[config.mk]
export PLATFORM = sky130hd
export DESIGN_NAME = comparator_reference_control
export DESIGN_NICKNAME = d
export VERILOG_FILES = /design/src/logic/ladder_ref_pkg.sv /design/src/logic/ladder_pin_steer.sv /design/src/logic/comparator_reference_control.sv
export VERILOG_INCLUDE_DIRS = /design/src /design/src/logic
export SDC_FILE = /design/constraint.sdc
export NUM_CORES = 1
export LEC_CHECK = 0
export ABC_AREA = 1
export BUFFER_PORTS_ARGS = -buffer_cell sky130_fd_sc_hd__buf_2
export CAP_MARGIN = 20
export CELL_PAD_IN_SITES_DETAIL_PLACEMENT = 0
export CELL_PAD_IN_SITES_GLOBAL_PLACEMENT = 2
export CORE_ASPECT_RATIO = 2
export CORE_MARGIN = 4
export CORE_UTILIZATION = 24
export CTS_CLUSTER_SIZE = 14
export DETAILED_ROUTE_END_ITERATION = 10
export GPL_ROUTABILITY_DRIVEN = 0
export MAX_ROUTING_LAYER = met4
export PLACE_DENSITY = 0.74
export SETUP_SLACK_MARGIN = 0.5
export SKIP_LAST_GASP = 1
export SLEW_MARGIN = 20
export SYNTH_ARGS = -nofsm -noshare
export SYNTH_HDL_FRONTEND = slang
export SYNTH_SLANG_ARGS = --single-unit
export TNS_END_PERCENT = 100
[constraint.sdc]
create_clock -name core_clk_in -period 1.8 [get_ports core_clk_in]
set_input_delay 0.36 -clock core_clk_in [delete_from_list [all_inputs] [get_ports core_clk_in]]
set_output_delay 0.36 -clock core_clk_in [all_outputs]
set_load 0.02 [all_outputs]
[src/logic/ladder_ref_cfg.svh]
// Offsets, field positions, reset values and level constants of the ladder reference control.
// Assumes inclusion by bare name from the package and the design modules.
`ifndef LADDER_REF_CFG_SVH
`define LADDER_REF_CFG_SVH

`define LADDER_REF_ADDR_W 4
`define LADDER_REF_CTRL_OFFSET 4'h0
`define LADDER_REF_CTRL_RESET 8'h00
`define LADDER_REF_UNMAPPED_READ 8'h00

`define LADDER_POWER_BIT 7
`define LADDER_PIN_OE_BIT 6
`define LADDER_RANGE_BIT 5
`define LADDER_SOURCE_BIT 4
`define LADDER_TAP_MSB 3
`define LADDER_TAP_LSB 0

`define LADDER_LEVEL_W 7
`define LADDER_LEVEL_OFF 7'h00
`define LADDER_HIGH_BASE 7'h18

`endif

[src/logic/ladder_ref_pkg.sv]
// Types shared by the ladder reference control and its pin steering.
// Assumes the constants header sits beside it in logic/.
`include "ladder_ref_cfg.svh"

package ladder_ref_pkg;

  typedef struct packed {
    logic ladder_power_enable;
    logic ladder_pin_output_enable;
    logic ladder_range_select;
    logic ladder_source_select;
    logic [3:0] ladder_tap_code;
  } ladder_ctrl_t;

  typedef struct packed {
    logic drive_value;
    logic drive_oe_b;
    logic analog_connect;
  } pin_ctrl_t;

endpackage

[src/logic/ladder_pin_steer.sv]
// Steering of the shared analog pin between the port driver and the reference level.
// Assumes the port logic supplies its direction bit (one means input) and its data latch.
`timescale 1ns/1ps
`include "ladder_ref_cfg.svh"

module ladder_pin_steer (
  input wire ladder_ref_pkg::ladder_ctrl_t ctrl_in,
  input wire logic port_a_pin2_direction_in,
  input wire logic port_a_pin2_data_in,
  output ladder_ref_pkg::pin_ctrl_t pin_out
);
  import ladder_ref_pkg::*;

  wire ref_on_pin;
  wire digital_off;

  assign ref_on_pin = ctrl_in.ladder_pin_output_enable; // RQ2
  assign digital_off = ref_on_pin | port_a_pin2_direction_in; // RQ3
  // One driver for the whole struct; the reference owning the pin parks the drive value low.
  assign pin_out = pin_ctrl_t'{drive_value: port_a_pin2_data_in & ~ref_on_pin, // RQ3
                               drive_oe_b: digital_off, // RQ3
                               analog_connect: ref_on_pin}; // RQ2

endmodule

[src/logic/comparator_reference_control.sv]
// Control register of the comparator reference ladder, its level code and pin steering.
// Assumes a register master with one-cycle strobes and synchronous port inputs on core_clk_in.
`timescale 1ns/1ps
`include "ladder_ref_cfg.svh"

// Behaviour
// RQ1: Top bit one powers the ladder; zero keeps it powered down.
// RQ2: Bit six one connects the reference to the shared pin; zero disconnects it.
// RQ3: Set bit six overrides the port pin two direction bit.
// RQ4: Range bit one: low range, level equals code over 24 of source.
// RQ5: Range bit zero: level equals quarter source plus code over 32.
// RQ6: Bit four one takes external reference pins; zero takes supply rails.
// RQ7: Low four bits are tap code zero to fifteen selecting one level.
// RQ8: Outputs update on the write edge; reads return every stored bit.
module comparator_reference_control #(
  parameter int ADDR_W = `LADDER_REF_ADDR_W
) (
  input wire logic core_clk_in,
  input wire logic rst_b_in,
  input wire logic [ADDR_W-1:0] reg_addr_in,
  input wire logic [7:0] reg_wdata_in,
  input wire logic reg_wr_in,
  input wire logic reg_rd_in,
  output logic [7:0] reg_rdata_out,
  input wire logic port_a_pin2_direction_in,
  input wire logic port_a_pin2_data_in,
  output ladder_ref_pkg::ladder_ctrl_t ladder_ctrl_out,
  output logic [`LADDER_LEVEL_W-1:0] comparator_reference_level_out,
  output ladder_ref_pkg::pin_ctrl_t shared_analog_pin_out
);
  import ladder_ref_pkg::*;

  ladder_ctrl_t ctrl_q;
  ladder_ctrl_t ctrl_d;
  logic [7:0] rdata_q;
  logic [7:0] rdata_d;
  logic [`LADDER_LEVEL_W-1:0] level_q;
  logic [`LADDER_LEVEL_W-1:0] level_d;

  wire hit;
  wire ctrl_write;
  wire ctrl_read;
  wire [`LADDER_LEVEL_W-1:0] tap_ext;
  wire [`LADDER_LEVEL_W-1:0] low_level;
  wire [`LADDER_LEVEL_W-1:0] high_level;
  wire [`LADDER_LEVEL_W-1:0] ranged_level;

  // Address decode of the single control register.
  assign hit = (reg_addr_in == ADDR_W'(`LADDER_REF_CTRL_OFFSET));
  assign ctrl_write = reg_wr_in & hit;
  assign ctrl_read = reg_rd_in & hit;

  // Next register value takes the whole written byte.
  assign ctrl_d = ctrl_write ? ladder_ctrl_t'(reg_wdata_in) : ctrl_q; // RQ8

  // Read data stand for one cycle after the strobe, zero elsewhere.
  assign rdata_d = ctrl_read ? 8'(ctrl_q) :
                   (reg_rd_in ? `LADDER_REF_UNMAPPED_READ : 8'h00); // RQ8

  // Level in ninety-sixths of the source span.
  assign tap_ext = {3'h0, ctrl_d.ladder_tap_code}; // RQ7
  assign low_level = {1'b0, ctrl_d.ladder_tap_code, 2'h0}; // RQ4
  assign high_level = `LADDER_HIGH_BASE + tap_ext + {tap_ext[5:0], 1'b0}; // RQ5
  assign ranged_level = ctrl_d.ladder_range_select ? low_level : high_level;
  assign level_d = ctrl_d.ladder_power_enable ? ranged_level : `LADDER_LEVEL_OFF; // RQ1

  always_ff @(posedge core_clk_in or negedge rst_b_in) begin
    if (!rst_b_in) begin
      ctrl_q <= ladder_ctrl_t'(`LADDER_REF_CTRL_RESET);
    end else begin
      ctrl_q <= ctrl_d; // RQ8
    end
  end

  always_ff @(posedge core_clk_in or negedge rst_b_in) begin
    if (!rst_b_in) begin
      level_q <= `LADDER_LEVEL_OFF;
    end else begin
      level_q <= level_d;
    end
  end

  always_ff @(posedge core_clk_in or negedge rst_b_in) begin
    if (!rst_b_in) begin
      rdata_q <= 8'h00;
    end else begin
      rdata_q <= rdata_d;
    end
  end

  assign ladder_ctrl_out = ctrl_q; // RQ1 RQ6 RQ7
  assign comparator_reference_level_out = level_q;
  assign reg_rdata_out = rdata_q;

  ladder_pin_steer u_pin_steer (
    .ctrl_in(ctrl_q),
    .port_a_pin2_direction_in(port_a_pin2_direction_in),
    .port_a_pin2_data_in(port_a_pin2_data_in),
    .pin_out(shared_analog_pin_out)
  );
endmodule

### Word-level counts from Yosys, hierarchy flattened

Cells that the tools add are included.
W data, S select, Z words.

| storage, ports and cells | value |
|---|---|
| flip-flop bits (word level) | 23 |

| cells by class | value |
|---|---|
| bitwise gates (word level) | 5 |
| add/sub/neg operators | 2 |
| reductions and logical operators | 1 |
| muxes and demuxes | 4 |

Operators with widths:

| kind | count |
|---|---|
| $mux W8 | 2 |
| $mux W7 | 2 |
| $add A6 B5 Y7 | 1 |
| $add A5 B4 Y6 const A | 1 |
| $logic_not A4 Y1 | 1 |
| $and A1 B1 Y1 | 3 |
| $not A1 Y1 | 1 |
| $or A1 B1 Y1 | 1 |

### Logic depth before layout (Yosys ltp)

Gate-level depths: netlist (run 1).

| logic depth | value |
|---|---|
| word-level depth | 7 |
| depth in mapped cells | 13 |
| mapped depth without buffers | 13 |

### By module

From an unflattened synthesis (run 1), not the netlist that was laid out.

| unflattened totals | value |
|---|---|
| cell total of the unflattened synthesis | 105 |
| area total of the unflattened synthesis | 1026.0 um^2 |

By module, submodules not included:

| module | area an instance (um^2) | cells each | instances | sequential area each (um^2) |
|---|---|---|---|---|
| comparator_reference_control | 992.2 | 98 | 1 | 575.6 |
| ladder_pin_steer | 33.8 | 7 | 1 | 0.0 |

### Worst setup path before layout (run 1)

Ideal clock, no wire load.

| timing | value |
|---|---|
| path type | in2reg |
| start point | input reg_addr_in[3] |
| end point | register level_q[3], in the netlist comparator_reference_level_out[3] |
| setup slack | -337 ps |
| required time | 1718 ps |
| stages | 10 |
| arrival | 2056 ps |
| path buffers | 0 |
| cell sequence | nor2_2 > nand3_4 > clkinv_2 > nand2_1 > nand2_1 > ha_1 > ha_1 > fa_1 > o21ai_0 > a31oi_1 |

RTL lines:

| element | line | RTL |
|---|---|---|
| from (decl) | comparator_reference_control.sv:20 | `input wire logic [ADDR_W-1:0] reg_addr_in,` |
| to (signal assigned) | comparator_reference_control.sv:77 | `` level_q <= `LADDER_LEVEL_OFF; `` |
| to (signal assigned) | comparator_reference_control.sv:79 | `level_q <= level_d;` |
| to (decl) | comparator_reference_control.sv:37 | `` logic [`LADDER_LEVEL_W-1:0] level_q; `` |

==> results of run 1 <==
==> area by class of cell <==
| cell class | instances | share of cell area (%) |
|---|---|---|
| flip-flops and latches | 23 | 34.6 |
| clock buffers | 4 | 2.71 |
| inverters | 18 | 4.36 |
| multi-input cells | 62 | 31.2 |
| repair buffers | 59 | 23.3 |
| well taps | 52 | 3.91 |
==> critical path: stages <==
cell and delay, ns:
buf_6 0.09, nor2_4 0.15, nand3_4 0.17, nand2_4 0.11, nand2_4 0.07, ha_1 0.23, ha_4 0.18, fa_1 0.39
nand3_1 0.11, nand3_1 0.08, nand2_1 0.06, inv_1 0.03
==> sequential cells by signal, indices dropped and copies added (netlist names) <==
signal and count:
ladder_ctrl_out 8, reg_rdata_out 8, comparator_reference_level_out 7
==> through the flow <==
step / power (mW) / hold WS, ns / setup WS (ns) / instances
5_1_grt: 1.85 / 0.0827 / -0.172 / 218
3_5_place_dp: 1.31 / 0.365 / -0.351 / 208
2_1_floorplan: 1.08 / 0.0644 / -0.157 / 105
4_1_cts: 1.71 / 0.0768 / -0.0516 / 216
6_report: 1.73 / 0.0577 / -0.0731 / 218
3_3_place_gp: 1.31 / 0.355 / -0.322 / 208
==> power by group through the flow <==
stage | Clock [mW] | Combinational, mW | Sequential [mW]
floorplan | 0 | 0.305 | 0.773
global placement | 0 | 0.649 | 0.657
detailed placement | 0 | 0.655 | 0.659
CTS | 0.331 | 0.724 | 0.650
global route | 0.361 | 0.834 | 0.658
finish | 0.319 | 0.765 | 0.648
==> metal layers <==
metal  track usage (%)  part of all wire [%]  vias to the layer above
met2              22.7                    66                       25
met4              5.76                   2.1                        0
met1              8.94                    28                      401
met3             0.444                   3.9                        4
li1                  -                     -                      448
met5                 -                     0                        -
==> logic make-up (layout without fill, tap and decap cells) <==
kind of cell | after synthesis | count (layout) | share of synthesized area [%]
AND/OR/NAND/NOR | 46 | 46 | 22.9
flip-flops | 23 | 23 | 55.4
buffers and inverters | 20 | 81 | 8.07
AO/OA/AOI/OAI | 10 | 10 | 6.02
adder cells (fa/ha/maj) | 5 | 5 | 6.75
XOR/XNOR | 1 | 1 | 0.844
==> cell usage after synthesis, types with 2 or more instances <==
cell / number / area share, %
a21oi_1: 2 / 0.96
nand3_1: 3 / 1.4
nor2_2: 2 / 1.2
buf_4: 2 / 1.4
inv_1: 15 / 5.4
ha_1: 4 / 4.8
nor2_1: 13 / 4.7
a31oi_1: 2 / 1.2
inv_2: 2 / 0.72
dfrtp_1: 23 / 55
nand2_1: 15 / 5.4
o21ai_2: 2 / 1.7
nand4_1: 2 / 1.2
nand2_2: 6 / 3.6
o21ai_0: 3 / 1.4
==> final timing paths <==
path / startpoint / end / slack, ns / cells after the start
setup / recovery: reg_addr_in[3] / comparator_reference_level_out[4] / -0.07 / 12
hold / removal: rst_b_in / reg_rdata_out[6] / 0.06 / 1
setup reg to reg: ladder_ctrl_out[1] / comparator_reference_level_out[4] / 0.02 / 9
hold reg to reg: ladder_ctrl_out[4] / reg_rdata_out[4] / 0.52 / 2
max in group asynchronous: rst_b_in / ladder_ctrl_out[0] / 1.40 / 1
min in group core_clk_in: reg_wdata_in[6] / ladder_ctrl_out[6] / 0.31 / 3
==> repair_timing <==
action / 4_1_cts / 5_1_grt
pin swaps: 13 / 2
gates resized for setup: 14 / 10
endpoints found under the hold margin: 0 / 0
endpoints found under the setup margin: 7 / 11
buffers inserted: 4 / 2
==> cell usage in the layout (no fill, tap or decap), types with 2 or more instances in the layout <==
master and instances:
a21oi_2 2, a31oi_1 2, buf_2 36, buf_4 14, buf_6 9, clkbuf_8 3, dfrtp_1 23, ha_4 3
inv_1 14, inv_2 3, nand2_1 10, nand2_2 4, nand2_4 8, nand3_1 3, nand4_1 2, nor2_1 12
nor2_4 3, o21ai_0 2
==> summary.md, run 1 <==
| Metric | Value |
|---|---|
| Tmin final | 1.87 ns |
| Async set or reset register ratio after synthesis | 100% |
| CP Class | input pin to flip-flop |
| Initial DRC Count | 10 |
| Combinational share of power | 44.2% |
| CP endpoint kind | flip-flop |
| Max-slew headroom | 66.2% |
| Synthesized area | 0.00104 mm² |
| First-pass GRT wire length | 4240 µm |
| Arrival @ worst endpoint | 2.04 ns |
| Critical Path Source Type | input pin |
| Tcrit/Tclk final | 104% |
| HP Class | input pin to asynchronous set/reset pin |
| DR DRC count | 0 |
| Clk pwr share | 18.4% |
| Clock slew at reported path FFs | 0.08 ns |
| Core area | 0.00413 mm² |
| Hold_buf cts | 0 |
| Max clock buf depth | 2 |
| Gr ovfl total | 0 |
| Setup WS post-layout | -0.0731 ns |
| Sequential cell area fraction in the yosys report | 55.4% |
| Final Hold Viols | 0 |
| Clk_skew | 0.00413 ns |
| I/O pin count | 44 |
| Number of detailed-route iterations in the first pass | 4 |
| Antenna cells | 0 |
| Setup_tns | -0.131 ns |
| Initial antenna violation count | 0 |
| CTS tree | yes |
| Yosys warns | 0 |
| Routed WL per cell | 12.7 µm |
| Placed cell areas | 0.00146 mm² |
| FF+latch count, synth | 23 |
| Num rows | 33 |
| Status | finished, violations left |
| EDFF count, synth | 0 |
| Post-DP HPWL | 2190 µm |
| Slew Limit Fails | 0 |
| Vias in the first global route | 899 |
| Antenna-violating nets left | 0 |
| Cell-internal power | 1.08 mW |
| Synth cell types | 24 |
| CP Data Required Time | 1.97 ns |
| Sw frac | 37.6% |
| Unrepaired setup endpoints after global routing | yes |
| Max Cap Viol | 0 |
| Syn_nets | 128 |
| Failing checks | setup timing |
| Syn Inst Count | 105 |
| Multi-input logic area | 518 µm² |
| Ratio of total power to cell area | 1040 mW/mm² |
| Die height | 101 µm |
| Clock root buffer | clkbuf_8 |
| Mean post-synth cell area | 9.89 µm² |
| Via density | 4.03 |
| Ys flop type | dfrtp_1 |
| Gr usage total | 11.2% |
| Die width | 54.5 µm |
| Final WL | 2770 µm |
| PortBufs | 43 |
| Clock latency on the worst-skew pair | 0.26 ns |
| Worst-path fanout max | 7 |
| Fraction of layout cells with a size suffix above 1 | 56.0% |
| Maximum clock frequency | 534 MHz |
| H-Tree Level Count | 1 |
| Net Switching | 651 µW |
| Sequential power share | 37.4% |
| Total CTS buffers | 3 |
| Final instance area | 0.00166 mm² |
| Nets | 190 |
| Largest net degree at the start of global routing | 24 |
| Max IR drop VDD | 0.352 mV |
| Fillers | 424 |
| Num Clock Sinks | 23 |
| Post-layout util | 40.3% |
| Layout area overhead | 60.1% |
| Initial Utilization | 25.2% |
| Die area | 0.00551 mm² |
| Total leakage power | 0.881 nW |
| Slew @ Worst Pin | 0.507 ns |
| Reg area | 576 µm² |
| Final setup viols | 2 |
| Vias | 878 |
Note: power is estimated with default switching activity, not from simulation.
==> run 2, diff against run 1 <==
--- a/config.mk
+++ b/config.mk
@@ -13,12 +13,12 @@
 export CELL_PAD_IN_SITES_GLOBAL_PLACEMENT = 2
 export CORE_ASPECT_RATIO = 2
 export CORE_MARGIN = 4
-export CORE_UTILIZATION = 24
+export CORE_UTILIZATION = 27
 export CTS_CLUSTER_SIZE = 14
 export DETAILED_ROUTE_END_ITERATION = 10
 export GPL_ROUTABILITY_DRIVEN = 0
 export MAX_ROUTING_LAYER = met4
-export PLACE_DENSITY = 0.74
+export PLACE_DENSITY = 0.79
 export SETUP_SLACK_MARGIN = 0.5
 export SKIP_LAST_GASP = 1
 export SLEW_MARGIN = 20
==> constraint.sdc (replaced) <==
create_clock -name core_clk_in -period 1.9 [get_ports core_clk_in]
set_input_delay 0.38 -clock core_clk_in [delete_from_list [all_inputs] [get_ports core_clk_in]]
set_output_delay 0.38 -clock core_clk_in [all_outputs]
set_load 0.02 [all_outputs]
==> summary.md, run 2 (synthesis results as in run 1) <==
| Metric | Value |
|---|---|
| Status | finished clean |
| Maximum clock frequency | 526 MHz |
| Ratio of total power to cell area | 976 mW/mm² |
| Setup WS post-layout | 0.000555 ns |
| Worst-path fanout max | 7 |
| Clock slew at reported path FFs | 0.07 ns |
| Crit path buf inv count | 3 |
| Antenna-violating nets left | 0 |
| Layout area overhead | 62.4% |
| Clock root buffer | clkbuf_8 |
| Clk_skew | 0.00169 ns |
| Largest net degree at the start of global routing | 24 |
| CP Data Required Time | 2.06 ns |
| Clk pwr share | 17.5% |
| Number of detailed-route iterations in the first pass | 2 |
| Launch point of the worst reg-to-reg path | ladder_ctrl_out[2] |
| Routed WL per cell | 12.5 µm |
| Total leakage power | 0.908 nW |
| Tcrit/Tclk final | 100% |
| Arrival @ worst endpoint | 2.06 ns |
| Placed cell areas | 0.00146 mm² |
| Combinational share of power | 45.1% |
| Die height | 95.7 µm |
| CP max stage delay | 0.40 ns |
| # placed instances | 205 |
| Final setup viols | 0 |
| Sw frac | 37.2% |
| Hold_buf cts | 0 |
| Crit. Startpoint | reg_addr_in[1] |
| Pre-CTS WS | -0.282 ns |
| Final Hold Viols | 0 |
| Total CTS buffers | 3 |
| I/O pin count | 44 |
| Slew @ Worst Pin | 0.490 ns |
| H-Tree Level Count | 1 |
| Core area | 0.00368 mm² |
| Slowest stage cell, crit path | fa_1 |
| CP endpoint kind | flip-flop |
| Hold slack | 0.0773 ns |
| Die area | 0.00496 mm² |
| Final instance area | 0.00169 mm² |
| Die width | 51.9 µm |
| Most frequent cells in the layout | 37 x buf_2, 23 x dfrtp_1, 19 x buf_4, 14 x inv_1, 11 x nor2_1 |
| Net Switching | 612 µW |
| PortBufs | 43 |
| First-pass GRT wire length | 4340 µm |
| Initial DRC Count | 10 |
| Num Clock Sinks | 23 |
| Clock latency on the worst-skew pair | 0.25 ns |
| Commonest non-fill, non-tap cell in the layout | buf_2 |
| Antenna cells | 0 |
| Initial antenna violation count | 0 |
| Slew Limit Fails | 0 |
| Num rows | 31 |
| Vias | 937 |
| Unrepaired setup endpoints after global routing | yes |
| DR DRC count | 0 |
| Critical Path Source Type | input pin |
| Cell-internal power | 1.03 mW |
| Gr ovfl total | 0 |
| Crit path cell chain | buf_6, nor2_4, nand3_4, clkinv_4, nand2_4, nand2_4, ha_4, ha_4, fa_1, nand3_1, nand3_1, nand2_1, inv_1 |
| Nets | 195 |
| Total power | 1.65 mW |
| CP Class | input pin to flip-flop |
| Vias in the first global route | 967 |
| Max clock buf depth | 2 |
| CP top delay family | adder cells |
| Tmin final | 1.90 ns |
| Setup_tns | 0 ns |
| Fillers | 361 |
| Sequential power share | 37.4% |
| Max IR drop VDD | 0.399 mV |
| Initial Utilization | 28.2% |
| Post-layout util | 45.8% |
| Gr usage total | 12.2% |
| Post-DP HPWL | 2210 µm |
| Max-slew headroom | 67.3% |
| HP Class | input pin to asynchronous set/reset pin |
| Post-route insts no fill | 220 |
| Max Cap Viol | 0 |
| CTS tree | yes |
| Fraction of layout cells with a size suffix above 1 | 58.5% |
| Via density | 4.26 |
| Final WL | 2740 µm |
[run 2: what timing repair did]
item / in CTS / in global routing
setup endpoints to repair: 6 / 8
resized for setup: 9 / 15
pin swaps: 15 / 6
gates cloned: 0 / 0
setup buffers: 5 / 6
[run 2: worst paths after layout]
kind                            cells past startpoint                                 to  slack, ns
min in group core_clk_in                            3                 ladder_ctrl_out[6]       0.34
worst max register to register                      9  comparator_reference_level_out[4]       0.12
max in group asynchronous                           1  comparator_reference_level_out[1]       1.49
worst min-delay path                                1                   reg_rdata_out[2]       0.08
worst max-delay path                               13  comparator_reference_level_out[4]     0.0006
worst min register to register                      2                   reg_rdata_out[5]       0.51
[run 2: power by group through the flow]
| stage | registers (mW) | logic [mW] | clock network (mW) |
|---|---|---|---|
| after floorplan | 0.733 | 0.289 | 0 |
| after global placement | 0.622 | 0.617 | 0 |
| after detailed placement | 0.627 | 0.622 | 0 |
| after CTS | 0.614 | 0.689 | 0.303 |
| after global routing | 0.626 | 0.809 | 0.324 |
| final | 0.616 | 0.742 | 0.288 |
[run 2: final cells by class]
type                       count  area, µm²  area share, %
clock buffer                   4       45.0           2.67
sequential                    23        576           34.1
multi-input combinational     62        514           30.5
timing repair buffer          64        418           24.8
inverter                      18       72.6           4.30
tap                           49       61.3           3.64
[run 2: worst register-to-register path, cell delays in order (launching register included)]
cell,delay (ns)
dfrtp_1,0.43
nand2_4,0.10
nand2_4,0.06
ha_4,0.24
ha_4,0.16
fa_1,0.41
nand3_1,0.11
nand3_1,0.07
nand2_1,0.06
inv_1,0.03
[run 2: routing by layer]
metal  part of all wire [%]  vias to the layer above  wire length [µm]  track usage, %
li1                       -                      456                 -               -
met1                     31                      448               848            10.5
met2                     62                       27              1700            23.9
met3                    4.6                        6               125            1.55
met4                    2.4                        0                65            6.78
met5                      0                        -                 0               -
==> run 3, diff against run 2 <==
==> constraint.sdc (replaced) <==
create_clock -name core_clk_in -period 1.9 [get_ports core_clk_in]
set_input_delay 0.19 -clock core_clk_in [delete_from_list [all_inputs] [get_ports core_clk_in]]
set_output_delay 0.19 -clock core_clk_in [all_outputs]
set_load 0.02 [all_outputs]
==> summary.md, run 3 (synthesis results as in run 1) <==
| Metric | Value |
|---|---|
| Status | finished clean |
| CP Class | flip-flop to flip-flop |
| Ratio of total power to cell area | 979 mW/mm² |
| Clock root buffer | clkbuf_8 |
| Vias in the first global route | 901 |
| Arrival @ worst endpoint | 1.92 ns |
| Initial Utilization | 28.2% |
| CP top delay family | adder cells |
| HP Class | input pin to flip-flop |
| H-Tree Level Count | 1 |
| Antenna cells | 0 |
| Total CTS buffers | 3 |
| Net Switching | 589 µW |
| Slowest stage cell, crit path | fa_2 |
| Combinational share of power | 42.2% |
| Vias | 887 |
| Max-slew headroom | 66.8% |
| I/O pin count | 44 |
| Launch point of the worst reg-to-reg path | ladder_ctrl_out[2] |
| Reg2Reg Setup Slack | 0.17 ns |
| CP endpoint kind | flip-flop |
| Core area | 0.00368 mm² |
| Commonest non-fill, non-tap cell in the layout | buf_2 |
| Initial antenna violation count | 0 |
| Cells on Worst Hold Path | 3 |
| Clock latency on the worst-skew pair | 0.26 ns |
| Gr usage total | 11.4% |
| Largest net degree at the start of global routing | 24 |
| Most frequent cells in the layout | 40 x buf_2, 22 x dfrtp_1, 15 x inv_1, 13 x nor2_1, 11 x buf_4 |
| Final instance area | 0.00161 mm² |
| Hold slack | 0.137 ns |
| Gr ovfl total | 0 |
| Worst Hold End | ladder_ctrl_out[6] |
| Crit path buf inv count | 0 |
| Placed cell areas | 0.00145 mm² |
| Worst Reg-to-Reg Cells | 7 |
| Tcrit/Tclk final | 91.0% |
| Clk pwr share | 19.0% |
| Slew @ Worst Pin | 0.498 ns |
| PortBufs | 43 |
| Crit path cell chain | nand2_4, nand2_4, ha_4, ha_4, fa_2, o21ai_1, a31oi_1 |
| Pre-CTS WS | -0.0948 ns |
| Cell-internal power | 987 µW |
| Num rows | 31 |
| Max Cap Viol | 0 |
| Nets | 188 |
| Via density | 4.16 |
| Fraction of layout cells with a size suffix above 1 | 55.5% |
| Sw frac | 37.4% |
| Reg2reg end | comparator_reference_level_out[3] |
| Post-layout util | 43.7% |
| Worst Hold Launch | reg_wdata_in[6] |
| Die width | 51.9 µm |
| Layout area overhead | 55.1% |
| Antenna-violating nets left | 0 |
| Worst-path fanout max | 2 |
| Number of detailed-route iterations in the first pass | 3 |
| Post-DP HPWL | 2110 µm |
| First-pass GRT wire length | 3970 µm |
| DR DRC count | 0 |
| Crit. Startpoint | ladder_ctrl_out[2] |
| Final setup viols | 0 |
| CP Data Required Time | 2.09 ns |
| Clk_skew | 0.00621 ns |
| Max clock buf depth | 2 |
| Setup_tns | 0 ns |
| Sequential power share | 38.8% |
| Final WL | 2520 µm |
| Slew Limit Fails | 0 |
| Routed WL per cell | 11.8 µm |
| Num Clock Sinks | 23 |
| Die height | 95.7 µm |
| Setup WS post-layout | 0.171 ns |
| CTS tree | yes |
| Tmin final | 1.73 ns |
| Final Hold Viols | 0 |
| Maximum clock frequency | 578 MHz |
| Clock slew at reported path FFs | 0.08 ns |
| Critical Path Source Type | flip-flop |
| Unrepaired setup endpoints after global routing | yes |
| CP max stage delay | 0.51 ns |
| Total leakage power | 0.855 nW |
| Die area | 0.00496 mm² |
| Initial DRC Count | 5 |
| Max IR drop VDD | 0.304 mV |
-- run 3: repair_timing --
action / in CTS / in global routing
endpoints found under the hold margin: 23 / 0
gates resized for setup: 1 / 13
pin swaps: 5 / 11
hold buffers: 1 / 0
setup endpoints to repair: 5 / 5
buffers inserted: 2 / 2
-- run 3: layout make-up --
class                      instances  area, µm²
fill                             382       2070
sequential                        23        577
multi-input combinational         62        505
timing repair buffer              57        349
inverter                          18       72.6
tap                               49       61.3
clock buffer                       4       45.0
-- run 3: worst reg2reg max path, stage by stage, from the launching register on --
cell     delay, ns
dfrtp_1       0.41
nand2_4       0.09
nand2_4       0.05
ha_4          0.24
ha_4          0.16
fa_2          0.51
o21ai_1       0.06
a31oi_1       0.13
-- run 3: worst max path at each step --
stage / end / slack [ns] / cells past startpoint
after global placement: comparator_reference_level_out[3] / -0.05 / 10
after CTS: comparator_reference_level_out[4] / 0.20 / 9
final: comparator_reference_level_out[3] / 0.17 / 7
after detailed placement: comparator_reference_level_out[4] / -0.09 / 12
after floorplan: comparator_reference_level_out[3] / 0.11 / 9
after global routing: comparator_reference_level_out[3] / 0.1 / 7
-- run 3: metal layers --
metal | GRT usage, % | up-vias | part of all wire [%]
li1 | - | 441 | -
met5 | - | - | 0
met2 | 20.7 | 26 | 61
met1 | 10.2 | 416 | 31
met4 | 7.66 | 0 | 2.4
met3 | 2.17 | 4 | 5.1
-- run 3: power groups by stage --
stage               logic, mW  registers (mW)  clock network (mW)
CTS                     0.636           0.612               0.307
floorplan               0.289           0.734                   0
detailed placement      0.616           0.625                   0
global placement        0.617           0.623                   0
finish                  0.665           0.612               0.300
global route            0.736           0.624               0.326
-- run 3: metrics by stage --
stage          std cells  power, mW
2_1_floorplan        105       1.02
3_5_place_dp         204       1.24
5_1_grt              213       1.69
3_3_place_gp         204       1.24
4_1_cts              211       1.56
6_report             213       1.58
